--- src/core/ctr_pkg.sv ---
// shared constants, register indices and carrier types for the ccp/timer register bank
package ctr_pkg;

  // ==========================================================
  // bus geometry
  localparam int ADDR_W = 12;
  localparam int IDX_W = 10;
  localparam int IDX_LSB = 2;
  localparam logic [1:0] RESP_OKAY = 2'h0;
  localparam logic [1:0] RESP_SLVERR = 2'h2;

  // ==========================================================
  // register indices (byte address is four times the index)
  localparam logic [IDX_W-1:0] IDX_GIC_A = 10'h00B;
  localparam logic [IDX_W-1:0] IDX_GIC_B = 10'h08B;
  localparam logic [IDX_W-1:0] IDX_GIC_C = 10'h10B;
  localparam logic [IDX_W-1:0] IDX_GIC_D = 10'h18B;
  localparam logic [IDX_W-1:0] IDX_FLG1 = 10'h00C;
  localparam logic [IDX_W-1:0] IDX_FLG2 = 10'h00D;
  localparam logic [IDX_W-1:0] IDX_T1L = 10'h00E;
  localparam logic [IDX_W-1:0] IDX_T1H = 10'h00F;
  localparam logic [IDX_W-1:0] IDX_TIMER1_CONTROL = 10'h010;
  localparam logic [IDX_W-1:0] IDX_T2CNT = 10'h011;
  localparam logic [IDX_W-1:0] IDX_TIMER2_CONTROL = 10'h012;
  localparam logic [IDX_W-1:0] IDX_C1L = 10'h015;
  localparam logic [IDX_W-1:0] IDX_C1H = 10'h016;
  localparam logic [IDX_W-1:0] IDX_C1CON = 10'h017;
  localparam logic [IDX_W-1:0] IDX_C2L = 10'h01B;
  localparam logic [IDX_W-1:0] IDX_C2H = 10'h01C;
  localparam logic [IDX_W-1:0] IDX_C2CON = 10'h01D;
  localparam logic [IDX_W-1:0] IDX_PCDIR = 10'h087;
  localparam logic [IDX_W-1:0] IDX_EN1 = 10'h08C;
  localparam logic [IDX_W-1:0] IDX_EN2 = 10'h08D;
  localparam logic [IDX_W-1:0] IDX_T2PER = 10'h092;
  localparam logic [IDX_W-1:0] IDX_IRQ_STAT = 10'h0A0;
  localparam logic [IDX_W-1:0] IDX_IRQ_MASK = 10'h0A1;

  // ==========================================================
  // implemented-bit masks and reset values
  localparam logic [7:0] MASK_ALL = 8'hFF;
  localparam logic [7:0] MASK_NONE = 8'h00;
  localparam logic [7:0] MASK_FLG1_LITE = 8'h4F;
  localparam logic [7:0] MASK_BIT0 = 8'h01;
  localparam logic [7:0] MASK_TIMER1_CONTROL = 8'h3F;
  localparam logic [7:0] MASK_TIMER2_CONTROL = 8'h7F;
  localparam logic [7:0] MASK_CCPCON = 8'h3F;
  localparam logic [7:0] RST_ZERO = 8'h00;
  localparam logic [7:0] RST_ONES = 8'hFF;
  localparam int FLG1_CCP1_BIT = 2;
  localparam int FLG2_CCP2_BIT = 0;

  // ==========================================================
  // ccp control field layout and modes
  localparam int MODE_LSB = 0;
  localparam int DUTY_LSB = 4;
  localparam logic [3:0] MODE_OFF = 4'h0;
  localparam logic [3:0] MODE_CAP_FALL = 4'h4;
  localparam logic [3:0] MODE_CAP_RISE4 = 4'h6;
  localparam logic [3:0] MODE_CAP_RISE16 = 4'h7;
  localparam logic [1:0] GRP_CAPTURE = 2'h1;
  localparam logic [1:0] GRP_COMPARE = 2'h2;
  localparam logic [1:0] GRP_PWM = 2'h3;
  localparam logic [3:0] PRE_LIMIT_1 = 4'h0;
  localparam logic [3:0] PRE_LIMIT_4 = 4'h3;
  localparam logic [3:0] PRE_LIMIT_16 = 4'hF;

  // ==========================================================
  // interrupt status bits
  localparam int IRQ_W = 3;
  localparam int IRQ_FLG1 = 0;
  localparam int IRQ_FLG2 = 1;
  localparam int IRQ_PERIOD = 2;

  // ==========================================================
  // carriers
  typedef struct packed {
    logic low;
    logic high;
    logic ctrl;
    logic [7:0] data;
  } ctr_ccp_wr_type;

  typedef struct packed {
    logic [7:0] low;
    logic [7:0] high;
    logic [7:0] ctrl;
  } ctr_ccp_regs_type;

endpackage

--- src/core/ctr_ccp_unit.sv ---
// one capture/compare/pwm unit: value and control registers, prescaler, duty latch
`timescale 1ns/1ps
module ctr_ccp_unit #(
  parameter bit IMPL = 1'b1 // unit present in this variant
) (
  input wire logic aclk, // system clock
  input wire logic aresetn, // synchronous reset, active low
  input wire logic por_bor, // reset cause is power-on or brown-out
  input wire ctr_pkg::ctr_ccp_wr_type wr, // software write strobes and byte
  input wire logic t2_match, // timer2 period match pulse
  input wire logic pin_sync, // synchronised ccp pin level
  input wire logic [15:0] timer1_count, // timer1 pair for capture and compare
  output ctr_pkg::ctr_ccp_regs_type regs, // register contents
  output logic [1:0] duty_lsb, // latched pwm duty low bits
  output logic event_pulse // capture or compare event
);
  import ctr_pkg::*;

  // ==========================================================
  // state
  ctr_ccp_regs_type regs_reg, regs_next;
  logic [1:0] duty_reg, duty_next;
  logic [3:0] pre_reg, pre_next;
  logic pin_prev_reg, pin_prev_next;
  logic cmp_prev_reg, cmp_prev_next;
  logic event_reg, event_next;
  logic [3:0] mode;
  logic [3:0] pre_limit;
  logic is_cap, is_cmp, is_pwm, cap_edge, cmp_match;

  assign mode = regs_reg.ctrl[MODE_LSB +: 4];
  assign is_cap = (mode[3:2] == GRP_CAPTURE);
  assign is_cmp = (mode[3:2] == GRP_COMPARE);
  assign is_pwm = (mode[3:2] == GRP_PWM);
  assign cap_edge = (mode == MODE_CAP_FALL) ? (pin_prev_reg & ~pin_sync) : (~pin_prev_reg & pin_sync);
  assign cmp_match = ({regs_reg.high, regs_reg.low} == timer1_count);
  assign pre_limit = (mode == MODE_CAP_RISE16) ? PRE_LIMIT_16 :
                     (mode == MODE_CAP_RISE4) ? PRE_LIMIT_4 : PRE_LIMIT_1;

  // ==========================================================
  // next state
  always_comb begin
    regs_next = regs_reg;
    duty_next = duty_reg;
    pre_next = pre_reg;
    pin_prev_next = pin_sync;
    cmp_prev_next = is_cmp & cmp_match;
    event_next = 1'b0;
    if (wr.low) begin
      regs_next.low = wr.data;
    end
    if (wr.high && !is_pwm) begin
      regs_next.high = wr.data;
    end
    if (wr.ctrl) begin
      regs_next.ctrl = wr.data & MASK_CCPCON;
    end
    if (!is_cap) begin
      pre_next = PRE_LIMIT_1;
    end else if (cap_edge) begin
      if (pre_reg == pre_limit) begin
        pre_next = PRE_LIMIT_1;
        regs_next.high = timer1_count[15:8];
        regs_next.low = timer1_count[7:0];
        event_next = 1'b1;
      end else begin
        pre_next = pre_reg + 4'h1;
      end
    end
    // fire once per match, not every cycle the pair stays equal
    if (is_cmp && cmp_match && !cmp_prev_reg) begin
      event_next = 1'b1;
    end
    if (is_pwm && t2_match) begin
      regs_next.high = regs_reg.low;
      duty_next = regs_reg.ctrl[DUTY_LSB +: 2];
    end
    if (!IMPL) begin
      regs_next = '0;
      duty_next = 2'h0;
      pre_next = PRE_LIMIT_1;
      event_next = 1'b0;
    end
  end

  // ==========================================================
  // registers
  always_ff @(posedge aclk) begin
    if (!aresetn) begin
      regs_reg.ctrl <= RST_ZERO;
      duty_reg <= 2'h0;
      pre_reg <= PRE_LIMIT_1;
      pin_prev_reg <= 1'b0;
      cmp_prev_reg <= 1'b0;
      event_reg <= 1'b0;
      if (por_bor) begin
        regs_reg.low <= RST_ZERO;
        regs_reg.high <= RST_ZERO;
      end
    end else begin
      regs_reg <= regs_next;
      duty_reg <= duty_next;
      pre_reg <= pre_next;
      pin_prev_reg <= pin_prev_next;
      cmp_prev_reg <= cmp_prev_next;
      event_reg <= event_next;
    end
  end

  assign regs = regs_reg;
  assign duty_lsb = duty_reg;
  assign event_pulse = event_reg;
endmodule

--- src/core/ctr_register_bank.sv ---
// ccp/timer register bank with axi4-lite slave, flag logic and interrupt output
//
// Overview of operation
// - unimplemented bits read zero, writes ignored
// - reduced variant hides port, serial, ccp2 bits
// - timer1 count bytes at 0Eh and 0Fh
// - port c direction at 87h, resets to ones
// - pwm mode: value high loaded by hardware
// - capture prescaler cleared when not capturing
//
// The AXI4-Lite interface to the registers was chosen for this implementation.
`timescale 1ns/1ps
module ctr_register_bank #(
  parameter bit HAS_FULL = 1'b1 // variant has parallel port, serial port and ccp2
) (
  input wire logic aclk, // system clock
  input wire logic aresetn, // synchronous reset, active low
  input wire logic por_bor, // high: reset is power-on or brown-out
  input wire logic [ctr_pkg::ADDR_W-1:0] s_axi_awaddr, // write address
  input wire logic s_axi_awvalid, // write address valid
  output logic s_axi_awready, // write address ready
  input wire logic [31:0] s_axi_wdata, // write data
  input wire logic [3:0] s_axi_wstrb, // write byte enables
  input wire logic s_axi_wvalid, // write data valid
  output logic s_axi_wready, // write data ready
  output logic [1:0] s_axi_bresp, // write response
  output logic s_axi_bvalid, // write response valid
  input wire logic s_axi_bready, // write response ready
  input wire logic [ctr_pkg::ADDR_W-1:0] s_axi_araddr, // read address
  input wire logic s_axi_arvalid, // read address valid
  output logic s_axi_arready, // read address ready
  output logic [31:0] s_axi_rdata, // read data
  output logic [1:0] s_axi_rresp, // read response
  output logic s_axi_rvalid, // read data valid
  input wire logic s_axi_rready, // read data ready
  input wire logic [7:0] flag_set_one, // peripheral event pulses into flags one
  input wire logic t2_period_match, // timer2 period match pulse
  input wire logic ccp1_pin, // ccp1 pin, asynchronous
  input wire logic ccp2_pin, // ccp2 pin, asynchronous
  output logic [7:0] port_c_dir, // port c direction, one means input
  output logic [7:0] timer1_ctrl, // timer1 control byte
  output logic [7:0] timer2_ctrl, // timer2 control byte
  output logic [7:0] timer2_per, // timer2 period
  output logic [9:0] ccp1_duty, // ccp1 active pwm duty
  output logic [9:0] ccp2_duty, // ccp2 active pwm duty
  output logic irq // level interrupt
);
  import ctr_pkg::*;

  localparam logic [7:0] FLG1_MASK = HAS_FULL ? MASK_ALL : MASK_FLG1_LITE;
  localparam logic [7:0] FLG2_MASK = HAS_FULL ? MASK_BIT0 : MASK_NONE;

  // ==========================================================
  // pin synchronisers
  logic [1:0] pin1_sync_reg, pin2_sync_reg;
  always_ff @(posedge aclk) begin
    if (!aresetn) begin
      pin1_sync_reg <= 2'h0;
      pin2_sync_reg <= 2'h0;
    end else begin
      pin1_sync_reg <= {pin1_sync_reg[0], ccp1_pin};
      pin2_sync_reg <= {pin2_sync_reg[0], ccp2_pin};
    end
  end

  // ==========================================================
  // axi4-lite channels
  logic aw_held_reg, aw_held_next, w_held_reg, w_held_next;
  logic [IDX_W-1:0] aw_idx_reg, aw_idx_next;
  logic [7:0] wbyte_reg, wbyte_next;
  logic wlane_reg, wlane_next;
  logic bvalid_reg, bvalid_next, rvalid_reg, rvalid_next;
  logic [1:0] bresp_reg, bresp_next, rresp_reg, rresp_next;
  logic [7:0] rbyte_reg, rbyte_next;
  logic do_write, wr_hit, rd_hit;
  logic [7:0] rd_val;
  logic [IDX_W-1:0] ar_idx;

  assign s_axi_awready = !aw_held_reg && !bvalid_reg;
  assign s_axi_wready = !w_held_reg && !bvalid_reg;
  assign s_axi_arready = !rvalid_reg;
  assign do_write = aw_held_reg && w_held_reg && !bvalid_reg;
  assign ar_idx = s_axi_araddr[IDX_LSB +: IDX_W];

  // ==========================================================
  // register state
  logic [7:0] gic_reg, gic_next, flg1_reg, flg1_next, flg2_reg, flg2_next;
  logic [7:0] en1_reg, en1_next, en2_reg, en2_next, t1l_reg, t1l_next, t1h_reg, t1h_next;
  logic [7:0] timer1_control_reg, timer1_control_next, t2cnt_reg, t2cnt_next, timer2_control_reg, timer2_control_next;
  logic [7:0] pcdir_reg, pcdir_next, t2per_reg, t2per_next;
  logic [IRQ_W-1:0] irq_stat_reg, irq_stat_next, irq_mask_reg, irq_mask_next;
  logic [7:0] set1, set2;
  logic ccp1_event, ccp2_event;
  ctr_ccp_wr_type ccp1_wr, ccp2_wr;
  ctr_ccp_regs_type ccp1_regs, ccp2_regs;
  logic [1:0] ccp1_lsb, ccp2_lsb;

  function automatic logic wsel(input logic [IDX_W-1:0] idx);
    wsel = do_write && wlane_reg && (aw_idx_reg == idx);
  endfunction

  always_comb begin
    set1 = '0;
    set2 = '0;
    set1 = flag_set_one;
    set1[FLG1_CCP1_BIT] = flag_set_one[FLG1_CCP1_BIT] | ccp1_event;
    set1 = set1 & FLG1_MASK;
    set2[FLG2_CCP2_BIT] = ccp2_event;
    set2 = set2 & FLG2_MASK;
  end

  always_comb begin
    ccp1_wr = '0;
    ccp2_wr = '0;
    ccp1_wr.data = wbyte_reg;
    ccp2_wr.data = wbyte_reg;
    ccp1_wr.low = wsel(IDX_C1L);
    ccp1_wr.high = wsel(IDX_C1H);
    ccp1_wr.ctrl = wsel(IDX_C1CON);
    ccp2_wr.low = wsel(IDX_C2L);
    ccp2_wr.high = wsel(IDX_C2H);
    ccp2_wr.ctrl = wsel(IDX_C2CON);
  end

  // ==========================================================
  // read decode
  always_comb begin
    rd_val = RST_ZERO;
    rd_hit = 1'b1;
    case (ar_idx)
      IDX_GIC_A, IDX_GIC_B, IDX_GIC_C, IDX_GIC_D: begin
        rd_val = gic_reg;
      end
      IDX_FLG1: rd_val = flg1_reg;
      IDX_FLG2: rd_val = flg2_reg;
      IDX_EN1: rd_val = en1_reg;
      IDX_EN2: rd_val = en2_reg;
      IDX_T1L: rd_val = t1l_reg;
      IDX_T1H: rd_val = t1h_reg;
      IDX_TIMER1_CONTROL: rd_val = timer1_control_reg;
      IDX_T2CNT: rd_val = t2cnt_reg;
      IDX_TIMER2_CONTROL: rd_val = timer2_control_reg;
      IDX_T2PER: rd_val = t2per_reg;
      IDX_PCDIR: rd_val = pcdir_reg;
      IDX_C1L: rd_val = ccp1_regs.low;
      IDX_C1H: rd_val = ccp1_regs.high;
      IDX_C1CON: rd_val = ccp1_regs.ctrl;
      IDX_C2L: rd_val = ccp2_regs.low;
      IDX_C2H: rd_val = ccp2_regs.high;
      IDX_C2CON: rd_val = ccp2_regs.ctrl;
      IDX_IRQ_STAT: rd_val = {{(8-IRQ_W){1'b0}}, irq_stat_reg};
      IDX_IRQ_MASK: rd_val = {{(8-IRQ_W){1'b0}}, irq_mask_reg};
      default: rd_hit = 1'b0;
    endcase
  end

  always_comb begin
    wr_hit = 1'b1;
    case (aw_idx_reg)
      IDX_GIC_A, IDX_GIC_B, IDX_GIC_C, IDX_GIC_D, IDX_FLG1, IDX_FLG2, IDX_EN1, IDX_EN2,
      IDX_T1L, IDX_T1H, IDX_TIMER1_CONTROL, IDX_T2CNT, IDX_TIMER2_CONTROL, IDX_T2PER, IDX_PCDIR,
      IDX_C1L, IDX_C1H, IDX_C1CON, IDX_C2L, IDX_C2H, IDX_C2CON, IDX_IRQ_STAT, IDX_IRQ_MASK: begin
        wr_hit = 1'b1;
      end
      default: wr_hit = 1'b0;
    endcase
  end

  // ==========================================================
  // next values
  always_comb begin
    aw_held_next = aw_held_reg;
    aw_idx_next = aw_idx_reg;
    w_held_next = w_held_reg;
    wbyte_next = wbyte_reg;
    wlane_next = wlane_reg;
    bvalid_next = bvalid_reg;
    bresp_next = bresp_reg;
    rvalid_next = rvalid_reg;
    rresp_next = rresp_reg;
    rbyte_next = rbyte_reg;
    if (s_axi_awvalid && s_axi_awready) begin
      aw_held_next = 1'b1;
      aw_idx_next = s_axi_awaddr[IDX_LSB +: IDX_W];
    end
    if (s_axi_wvalid && s_axi_wready) begin
      w_held_next = 1'b1;
      wbyte_next = s_axi_wdata[7:0];
      wlane_next = s_axi_wstrb[0];
    end
    if (do_write) begin
      aw_held_next = 1'b0;
      w_held_next = 1'b0;
      bvalid_next = 1'b1;
      bresp_next = wr_hit ? RESP_OKAY : RESP_SLVERR;
    end else if (s_axi_bready) begin
      bvalid_next = 1'b0;
    end
    if (s_axi_arvalid && s_axi_arready) begin
      rvalid_next = 1'b1;
      rbyte_next = rd_val;
      rresp_next = rd_hit ? RESP_OKAY : RESP_SLVERR;
    end else if (s_axi_rready) begin
      rvalid_next = 1'b0;
    end
  end

  // hardware sets are or-ed in last so an event beats a same-cycle clear
  always_comb begin
    gic_next = wsel(IDX_GIC_A) || wsel(IDX_GIC_B) || wsel(IDX_GIC_C) || wsel(IDX_GIC_D) ? wbyte_reg : gic_reg;
    flg1_next = (wsel(IDX_FLG1) ? (wbyte_reg & FLG1_MASK) : flg1_reg) | set1;
    flg2_next = (wsel(IDX_FLG2) ? (wbyte_reg & FLG2_MASK) : flg2_reg) | set2;
    en1_next = wsel(IDX_EN1) ? (wbyte_reg & FLG1_MASK) : en1_reg;
    en2_next = wsel(IDX_EN2) ? (wbyte_reg & FLG2_MASK) : en2_reg;
    t1l_next = wsel(IDX_T1L) ? wbyte_reg : t1l_reg;
    t1h_next = wsel(IDX_T1H) ? wbyte_reg : t1h_reg;
    timer1_control_next = wsel(IDX_TIMER1_CONTROL) ? (wbyte_reg & MASK_TIMER1_CONTROL) : timer1_control_reg;
    t2cnt_next = wsel(IDX_T2CNT) ? wbyte_reg : t2cnt_reg;
    timer2_control_next = wsel(IDX_TIMER2_CONTROL) ? (wbyte_reg & MASK_TIMER2_CONTROL) : timer2_control_reg;
    t2per_next = wsel(IDX_T2PER) ? wbyte_reg : t2per_reg;
    pcdir_next = wsel(IDX_PCDIR) ? wbyte_reg : pcdir_reg;
    irq_mask_next = wsel(IDX_IRQ_MASK) ? wbyte_reg[IRQ_W-1:0] : irq_mask_reg;
    irq_stat_next = irq_stat_reg;
    if (wsel(IDX_IRQ_STAT)) begin
      irq_stat_next = irq_stat_reg & ~wbyte_reg[IRQ_W-1:0];
    end
    irq_stat_next[IRQ_FLG1] = irq_stat_next[IRQ_FLG1] | (|set1);
    irq_stat_next[IRQ_FLG2] = irq_stat_next[IRQ_FLG2] | (|set2);
    irq_stat_next[IRQ_PERIOD] = irq_stat_next[IRQ_PERIOD] | t2_period_match;
  end

  // ==========================================================
  // registers
  always_ff @(posedge aclk) begin
    if (!aresetn) begin
      aw_held_reg <= 1'b0;
      aw_idx_reg <= '0;
      w_held_reg <= 1'b0;
      wbyte_reg <= RST_ZERO;
      wlane_reg <= 1'b0;
      bvalid_reg <= 1'b0;
      bresp_reg <= RESP_OKAY;
      rvalid_reg <= 1'b0;
      rresp_reg <= RESP_OKAY;
      rbyte_reg <= RST_ZERO;
      flg1_reg <= RST_ZERO;
      flg2_reg <= RST_ZERO;
      en1_reg <= RST_ZERO;
      en2_reg <= RST_ZERO;
      t2cnt_reg <= RST_ZERO;
      timer2_control_reg <= RST_ZERO;
      t2per_reg <= RST_ONES;
      pcdir_reg <= RST_ONES;
      irq_stat_reg <= '0;
      irq_mask_reg <= '0;
      if (por_bor) begin
        gic_reg <= RST_ZERO;
        t1l_reg <= RST_ZERO;
        t1h_reg <= RST_ZERO;
        timer1_control_reg <= RST_ZERO;
      end else begin
        gic_reg <= gic_reg & MASK_BIT0;
      end
    end else begin
      aw_held_reg <= aw_held_next;
      aw_idx_reg <= aw_idx_next;
      w_held_reg <= w_held_next;
      wbyte_reg <= wbyte_next;
      wlane_reg <= wlane_next;
      bvalid_reg <= bvalid_next;
      bresp_reg <= bresp_next;
      rvalid_reg <= rvalid_next;
      rresp_reg <= rresp_next;
      rbyte_reg <= rbyte_next;
      gic_reg <= gic_next;
      flg1_reg <= flg1_next;
      flg2_reg <= flg2_next;
      en1_reg <= en1_next;
      en2_reg <= en2_next;
      t1l_reg <= t1l_next;
      t1h_reg <= t1h_next;
      timer1_control_reg <= timer1_control_next;
      t2cnt_reg <= t2cnt_next;
      timer2_control_reg <= timer2_control_next;
      t2per_reg <= t2per_next;
      pcdir_reg <= pcdir_next;
      irq_stat_reg <= irq_stat_next;
      irq_mask_reg <= irq_mask_next;
    end
  end

  // ==========================================================
  // ccp units; the second is stripped in the reduced variant
  ctr_ccp_unit #(.IMPL(1'b1)) u_ccp1 (
    .aclk(aclk),
    .aresetn(aresetn),
    .por_bor(por_bor),
    .wr(ccp1_wr),
    .t2_match(t2_period_match),
    .pin_sync(pin1_sync_reg[1]),
    .timer1_count({t1h_reg, t1l_reg}),
    .regs(ccp1_regs),
    .duty_lsb(ccp1_lsb),
    .event_pulse(ccp1_event)
  );

  ctr_ccp_unit #(.IMPL(HAS_FULL)) u_ccp2 (
    .aclk(aclk),
    .aresetn(aresetn),
    .por_bor(por_bor),
    .wr(ccp2_wr),
    .t2_match(t2_period_match),
    .pin_sync(pin2_sync_reg[1]),
    .timer1_count({t1h_reg, t1l_reg}),
    .regs(ccp2_regs),
    .duty_lsb(ccp2_lsb),
    .event_pulse(ccp2_event)
  );

  // ==========================================================
  // outputs
  assign s_axi_bvalid = bvalid_reg;
  assign s_axi_bresp = bresp_reg;
  assign s_axi_rvalid = rvalid_reg;
  assign s_axi_rresp = rresp_reg;
  assign s_axi_rdata = {24'h000000, rbyte_reg};
  assign port_c_dir = pcdir_reg;
  assign timer1_ctrl = timer1_control_reg;
  assign timer2_ctrl = timer2_control_reg;
  assign timer2_per = t2per_reg;
  assign ccp1_duty = {ccp1_regs.high, ccp1_lsb};
  assign ccp2_duty = {ccp2_regs.high, ccp2_lsb};
  assign irq = |(irq_stat_reg & irq_mask_reg);
endmodule

--- config.mk ---
export PLATFORM = sky130hd
export DESIGN_NAME = ctr_register_bank
export DESIGN_NICKNAME = d
export VERILOG_FILES = /design/src/core/ctr_pkg.sv /design/src/core/ctr_ccp_unit.sv /design/src/core/ctr_register_bank.sv
export SDC_FILE = /design/constraint.sdc
export NUM_CORES = 1
export LEC_CHECK = 0
export BUFFER_PORTS_ARGS = -buffer_cell sky130_fd_sc_hd__buf_2
export CAP_MARGIN = 5
export CORE_ASPECT_RATIO = 1.75
export CORE_UTILIZATION = 45
export CTS_CLUSTER_DIAMETER = 60
export CTS_CLUSTER_SIZE = 20
export DETAILED_ROUTE_END_ITERATION = 16
export GPL_ROUTABILITY_DRIVEN = 0
export GPL_TIMING_DRIVEN = 0
export HOLD_SLACK_MARGIN = 0.08
export PLACE_DENSITY_LB_ADDON = 0.15
export SLEW_MARGIN = 10
export SYNTH_ARGS = -nofsm -noshare
export SYNTH_HDL_FRONTEND = slang
export SYNTH_SLANG_ARGS = --single-unit
--- constraint.sdc ---
create_clock -name aclk -period 2.45 [get_ports aclk]
set_input_delay 0 -clock aclk [delete_from_list [all_inputs] [get_ports aclk]]
set_output_delay 0 -clock aclk [all_outputs]
set_load 0.005 [all_outputs]
==> results of run 1 <==
cell usage in the layout (no fill, tap or decap), types with 48 or more instances in the layout:
cell,synthesis,layout
nand2_1,146,146
o21ai_0,55,51
mux2i_1,75,74
buf_2,7,117
clkbuf_1,54,49
buf_4,47,53
a21oi_1,70,70
nand3_1,52,50
nor2_1,68,65
dlygate4sd3_1,0,48
edfxtp_1,62,62
dfxtp_1,122,121
synthesized netlist by cell type (3+ instances only):
master / n / area, sq um
dfxtp_1: 122 / 2442
o211ai_1: 4 / 30.03
a22oi_1: 33 / 247.7
nand3_1: 52 / 260.3
nand2b_1: 12 / 75.07
nor3_2: 3 / 30.03
nand3b_1: 4 / 30.03
or4_1: 5 / 37.54
a21oi_1: 70 / 350.3
and3_1: 13 / 81.33
buf_4: 47 / 352.8
edfxtp_1: 62 / 1862
and2_1: 28 / 175.2
a32oi_1: 3 / 26.28
nor2b_1: 15 / 93.84
nor4_1: 16 / 100.1
a211oi_1: 5 / 37.54
nand4_1: 20 / 125.1
o311ai_1: 8 / 70.07
a22o_1: 4 / 35.03
nor2_1: 68 / 255.2
a222oi_1: 3 / 30.03
or2_2: 3 / 18.77
inv_1: 17 / 63.81
nand2_1: 146 / 548.0
nor4_4: 3 / 63.81
clkbuf_1: 54 / 202.7
o21a_1: 4 / 30.03
or3_1: 3 / 18.77
o21ai_0: 55 / 275.3
buf_2: 7 / 35.03
a32o_1: 5 / 50.05
mux2_2: 10 / 112.6
a2111oi_0: 5 / 43.79
nor3_1: 24 / 120.1
xor2_1: 36 / 315.3
mux2i_1: 75 / 750.7
layer usage:
layer | global-route usage (%) | vias to the layer above | wire [microns]
met5 | 0 | - | 0
met1 | 35.64 | 4450 | 12690
li1 | - | 4322 | -
met3 | 7.334 | 192 | 2528
met4 | 28.81 | 0 | 3731
met2 | 57.61 | 512 | 18060
worst reg2reg max path, delay by kind of cell, from the launching register on:
kind                   cells  cell delay (ps)
buffers and inverters      3             1710
AND/OR/NAND/NOR            1              100
flip-flops                 1              310
AO/OA/AOI/OAI              1              180
report_power, final:
part           switching [mW]  internal (mW)
clock                    1.22           1.59
sequential              0.165           3.28
combinational           0.484          0.350
total                    1.87           5.22
area by class of cell:
type                       count  area [sq um]  share of cell area, %
multi-input combinational    807          5064                  41.74
sequential                   184          4305                  35.49
timing repair buffer         168          1141                  9.407
buffer                       109         604.3                  4.982
clock buffer                  18         429.2                  3.538
tap                          292         365.4                  3.012
clock inverter                14         153.9                  1.269
inverter                      18         67.56                 0.5570
kinds of logic (layout without fill, tap and decap cells):
kind of cell	after synthesis	count (layout)	synth area share (%)
other cells	1	29	0.03811
buf+inv	128	327	6.765
mux	85	85	8.774
fa+ha+maj	2	2	0.2543
xor+xnor	38	38	3.383
simple gates	431	431	22.28
compound gates	222	222	14.76
flops	184	184	43.74
worst min path at each step:
| stage | start | endpoint | slack, ps |
|---|---|---|---|
| 3_3_place_gp | s_axi_rready | s_axi_rvalid$_SDFFE_PN0P_ | 190 |
| 2_1_floorplan | s_axi_rready | s_axi_rvalid$_SDFFE_PN0P_ | 100 |
| 6_report | s_axi_awvalid | aw_idx_reg[1]$_SDFFE_PN0P_ | 80 |
| 5_1_grt | s_axi_awvalid | aw_idx_reg[2]$_SDFFE_PN0P_ | 120 |
| 4_1_cts | s_axi_awvalid | aw_idx_reg[2]$_SDFFE_PN0P_ | 80 |
| 3_5_place_dp | s_axi_rready | s_axi_rvalid$_SDFFE_PN0P_ | 190 |
metrics by stage:
stage / cell area (sq um) / power [mW] / setup TNS [ps] / utilization [%] / hold slack, ps
floorplan: 9945 / 3.908 / 0 / - / 100.1
global placement: 10870 / 4.225 / -20840 / 50.54 / 191.7
detailed placement: 10890 / 4.239 / -10500 / 50.65 / 192.5
CTS: 12040 / 7.055 / 0 / 55.99 / 80.91
global route: 12130 / 7.299 / -29.97 / 56.43 / 115.4
finish: 12130 / 7.091 / 0 / 56.43 / 76.31
what timing repair did:
action / CTS / global route
buffers inserted: 4 / 2
pin swaps: 2 / 1
hold buffers: 48 / 0
setup endpoints to repair: 41 / 72
resized for setup: 10 / 23
endpoints found under the hold margin: 33 / 0
==> flow_summary_export.csv, run 1 <==
group,metric,value,unit
drt,drtAntennaViolNets,0,
critical_path,cp-startpoint,"wbyte_reg[1]$_SDFFE_PN0P_",
synth,synth-edff-count,62,
clocking,h-tree-depth,4,
drt,postRouteWirelength,37.01,mm
floorplan,rows,71,
critical_path,crit_top_cell,"clkbuf_1",
timing,fin_skew,8.310,ps
drt,first_iter_violations,758,
finish,num-fill-cells,2070,
timing,slew_headroom,25.20,%
synth,ys_seq_area_share,43.74,%
global_routing,first_global_vias,8868,
synth,netlist_instances,1091,
critical_path,path_cells,"clkbuf_1, clkbuf_1, nand2_1, a21oi_1, dlygate4sd3_1",
critical_path,critPathMaxStageDelay,640,ps
timing,finalHoldViolCount,0,
finish,final_layout_size_suffix_gt1_share,19.27,%
finish,diodes,0,
floorplan,die-height,197.6,microns
critical_path,cp_max_fo,10,
critical_path,worstReg2RegEnd,"wbyte_reg[1]$_SDFFE_PN0P_",
synth,yosysWarnings,0,
synth,synth_cell_types,68,
global_routing,grt-ovfl-total,0,
critical_path,worstSetupEndpointType,"register",
clocking,clock-root-buffer,"clkbuf_16",
timing,slew_viol_final,0,
status,status,"complete, no violations",
worst_hold_path,min_path_type,"in -> reg",
floorplan,core,21500,sq um
global_routing,grt_max_degree,34,
critical_path,arrival,2730,ps
clocking,cts_tree,"yes",
critical_path,cp.required,2830,ps
floorplan,die_w,113.8,microns
critical_path,reg2reg_depth,5,
pwr,vdd_drop_max,0.0005500,V
critical_path,crit_family,"buffers and inverters",
place,dpl_worst_slack,-602.1,ps
timing,min_period,2344,ps
timing,rsz0062_at_grt,"yes",
pwr,cellPowerDensity,584.6,nW/um^2
synth,synth-seq-cells,184,
timing,period_share,95.67,%
run,maxCapViolations,0,
finish,area_growth,23.28,%
clocking,clock_sinks,184,
finish,fin_nets,1386,
global_routing,antenna_found_initial,0,
global_routing,grt_usage,34.03,%
critical_path,slowest_stage,"clkbuf_1",
clocking,clk_latency,440,ps
critical_path,cp-endpoint,"wbyte_reg[1]$_SDFFE_PN0P_",
floorplan,start_util,45.77,%
drt,drt_pre_antenna_iters,6,
critical_path,start_kind,"register",
timing,max_freq,426.6,MHz
critical_path,crit_cells,5,
pwr,p_leak,4.750,nW
global_routing,grt_pass1_wl,55.02,mm
drt,via_per_inst,5.886,
clocking,clk_pin_slew,70,ps
timing,tightest_slew,1113,ps
drt,via_count,9476,
critical_path,path_buf_inv,3,
worst_hold_path,worstHoldPathCells,4,
timing,setup_viol,0,
place,dp_hpwl,27.73,mm
place,io_buffers,111,
clocking,cts_made_buffers,17,
drt,drcViolationCount,0,
synth,syn_area_per_cell,9.019,sq um
floorplan,ios,173,
synth,synth_area,9839,sq um
place,post-place-cells,1525,
floorplan,die-area,22480,sq um
synth,async_flop_share,0,%
critical_path,reg2reg_from,"wbyte_reg[1]$_SDFFE_PN0P_",
synth,synthFlopType,"dfxtp_1",
finish,final_cells,1610,
critical_path,r2r_slack,110,ps
clocking,cts_max_path_buffers,2,
critical_path,critPathKind,"reg -> reg",
drt,wl_per_cell,22.99,microns
timing,fin_ws,106.1,ps
(Power assumes the default switching activity.)
==> run 2, diff against run 1 <==
PLACE_DENSITY = 0.78   (was default)
PLACE_DENSITY_LB_ADDON = default   (was 0.15)
==> run 2 against run 1 <==
- utilization is 0.12 points higher
- die area is the same
- clock power grew 7.1%
- critical endpoint is now wbyte_reg[5]$_SDFFE_PN0P_
==> flow_summary_export.csv, run 2 (synthesis gave the netlist of run 1 again) <==
group,metric,value,unit
pwr,vdd_drop_max,0.0004059,V
drt,drt_pre_antenna_iters,6,
critical_path,worstSetupEndpointType,"register",
pwr,p_leak,4.729,nW
drt,postRouteWirelength,39.70,mm
critical_path,start_kind,"register",
critical_path,critPathKind,"reg -> reg",
worst_hold_path,holdPathEnd,"aw_idx_reg[8]$_SDFFE_PN0P_",
floorplan,die-area,22480,sq um
timing,fin_skew,10.87,ps
timing,setup_viol,0,
timing,min_period,2402,ps
clocking,cts_made_buffers,17,
clocking,clk_pin_slew,70,ps
timing,fin_hold_ws,75.95,ps
critical_path,reg2reg_from,"wbyte_reg[5]$_SDFFE_PN0P_",
floorplan,core,21500,sq um
clocking,clk_latency,450,ps
place,dpl_worst_slack,-625.8,ps
global_routing,first_global_vias,9820,
clocking,h-tree-depth,4,
finish,diodes,0,
timing,fin_ws,47.69,ps
global_routing,antenna_found_initial,0,
finish,layout_commonest_cell,"nand2_1",
global_routing,grt_max_degree,34,
timing,finalHoldViolCount,0,
timing,max_freq,416.3,MHz
run,maxCapViolations,0,
worst_hold_path,worstHoldPathCells,4,
status,status,"complete, no violations",
finish,layout_common_cells,"nand2_1, dfxtp_1, buf_2",
finish,area_growth,23.55,%
drt,drtAntennaViolNets,0,
place,dp_hpwl,27.55,mm
drt,first_iter_violations,1207,
drt,via_count,10117,
floorplan,ios,173,
floorplan,die_w,113.8,microns
finish,fin_nets,1375,
global_routing,grt_pass1_wl,58.75,mm
critical_path,cp_max_fo,10,
critical_path,arrival,2790,ps
critical_path,worstReg2RegEnd,"wbyte_reg[5]$_SDFFE_PN0P_",
clocking,clock_sinks,184,
drt,via_per_inst,6.327,
worst_hold_path,min_path_type,"in -> reg",
critical_path,reg2reg_depth,4,
timing,slew_headroom,23.07,%
clocking,cts_max_path_buffers,2,
pwr,cellPowerDensity,601.4,nW/um^2
floorplan,rows,71,
timing,tightest_slew,1144,ps
pwr,power.total,7.311,mW
floorplan,die-height,197.6,microns
place,io_buffers,111,
drt,drcViolationCount,0,
timing,final.setup.tns,0,ps
critical_path,r2r_slack,50,ps
finish,final_core_util,56.55,%
global_routing,grt-ovfl-total,0,
global_routing,grt_usage,36.27,%
critical_path,cp.required,2840,ps
floorplan,start_util,45.77,%
drt,wl_per_cell,24.83,microns
timing,period_share,98.05,%
clocking,cts_tree,"yes",
timing,slew_viol_final,0,
finish,final_layout_size_suffix_gt1_share,19.74,%
worst_hold_path,min_from,"s_axi_awvalid",
clocking,clock-root-buffer,"clkbuf_16",
run 2: cell count changes in the layout (fill, tap and decap cells not counted), moves of 3 or more:
cell,change
clkbuf_2,-4
clkbuf_1,+4
o21ai_4,+3
clkbuf_16,+3
dlygate4sd3_1,-10
clkinv_1,-4
run 2: metal layers:
metal  GRT usage, %  vias up  share of wire (%)
met3          8.929      306                 10
met1          36.65     4670                 30
met2          62.42      855                 49
met5              0        -                  0
li1               -     4286                  -
met4          30.06        0                 10
run 2: worst max-delay path by stage:
stage	end	slack (ps)	depth (start not counted)	start
2_1_floorplan	u_ccp1.regs[21]$_SDFFCE_PN0P_	200	8	u_ccp1.regs[2]$_SDFFE_PN0P_
3_3_place_gp	u_ccp1.regs[22]$_SDFFCE_PN0P_	-590	8	u_ccp1.regs[2]$_SDFFE_PN0P_
3_5_place_dp	u_ccp1.regs[22]$_SDFFCE_PN0P_	-630	8	u_ccp1.regs[2]$_SDFFE_PN0P_
4_1_cts	t1l_reg[3]$_DFFE_PP_	-150	5	s_axi_bvalid$_SDFFE_PN0P_
5_1_grt	u_ccp1.regs[15]$_SDFFCE_PN0P_	-20	9	u_ccp1.regs[3]$_SDFFE_PN0P_
6_report	wbyte_reg[5]$_SDFFE_PN0P_	50	4	wbyte_reg[5]$_SDFFE_PN0P_
run 2: worst max-delay path: stages, from the launching register on:
cell and delay, ps:
dfxtp_1 610, clkbuf_1 820, nand2_1 120, a21oi_1 230
dlygate4sd3_1 570
run 2: layout make-up:
class | instances | area, sq um
clock inverters | 8 | 103.9
plain buffers | 109 | 610.6
inverters | 18 | 67.56
multi-input cells | 807 | 5135
clock buffers | 24 | 535.5
well taps | 292 | 365.4
flip-flops and latches | 184 | 4305
fillers | 1889 | 9341
repair buffers | 157 | 1033
run 2: power breakdown:
group | switching, mW | internal [mW]
logic | 0.508 | 0.338
registers | 0.177 | 3.28
clock network | 1.26 | 1.75
total | 1.95 | 5.36
run 2: per-stage QoR:
step / area (sq um) / std cells
finish: 12160 / 1599
global route: 12160 / 1599
CTS: 11990 / 1597
detailed placement: 10870 / 1522
global placement: 10870 / 1522
floorplan: 9945 / 1119
run 2: what timing repair did:
action	CTS	global route
pin swaps	2	3
endpoints found under the hold margin	33	0
resized for setup	12	34
hold buffers	38	0
setup buffers	6	2
setup endpoints to repair	55	100
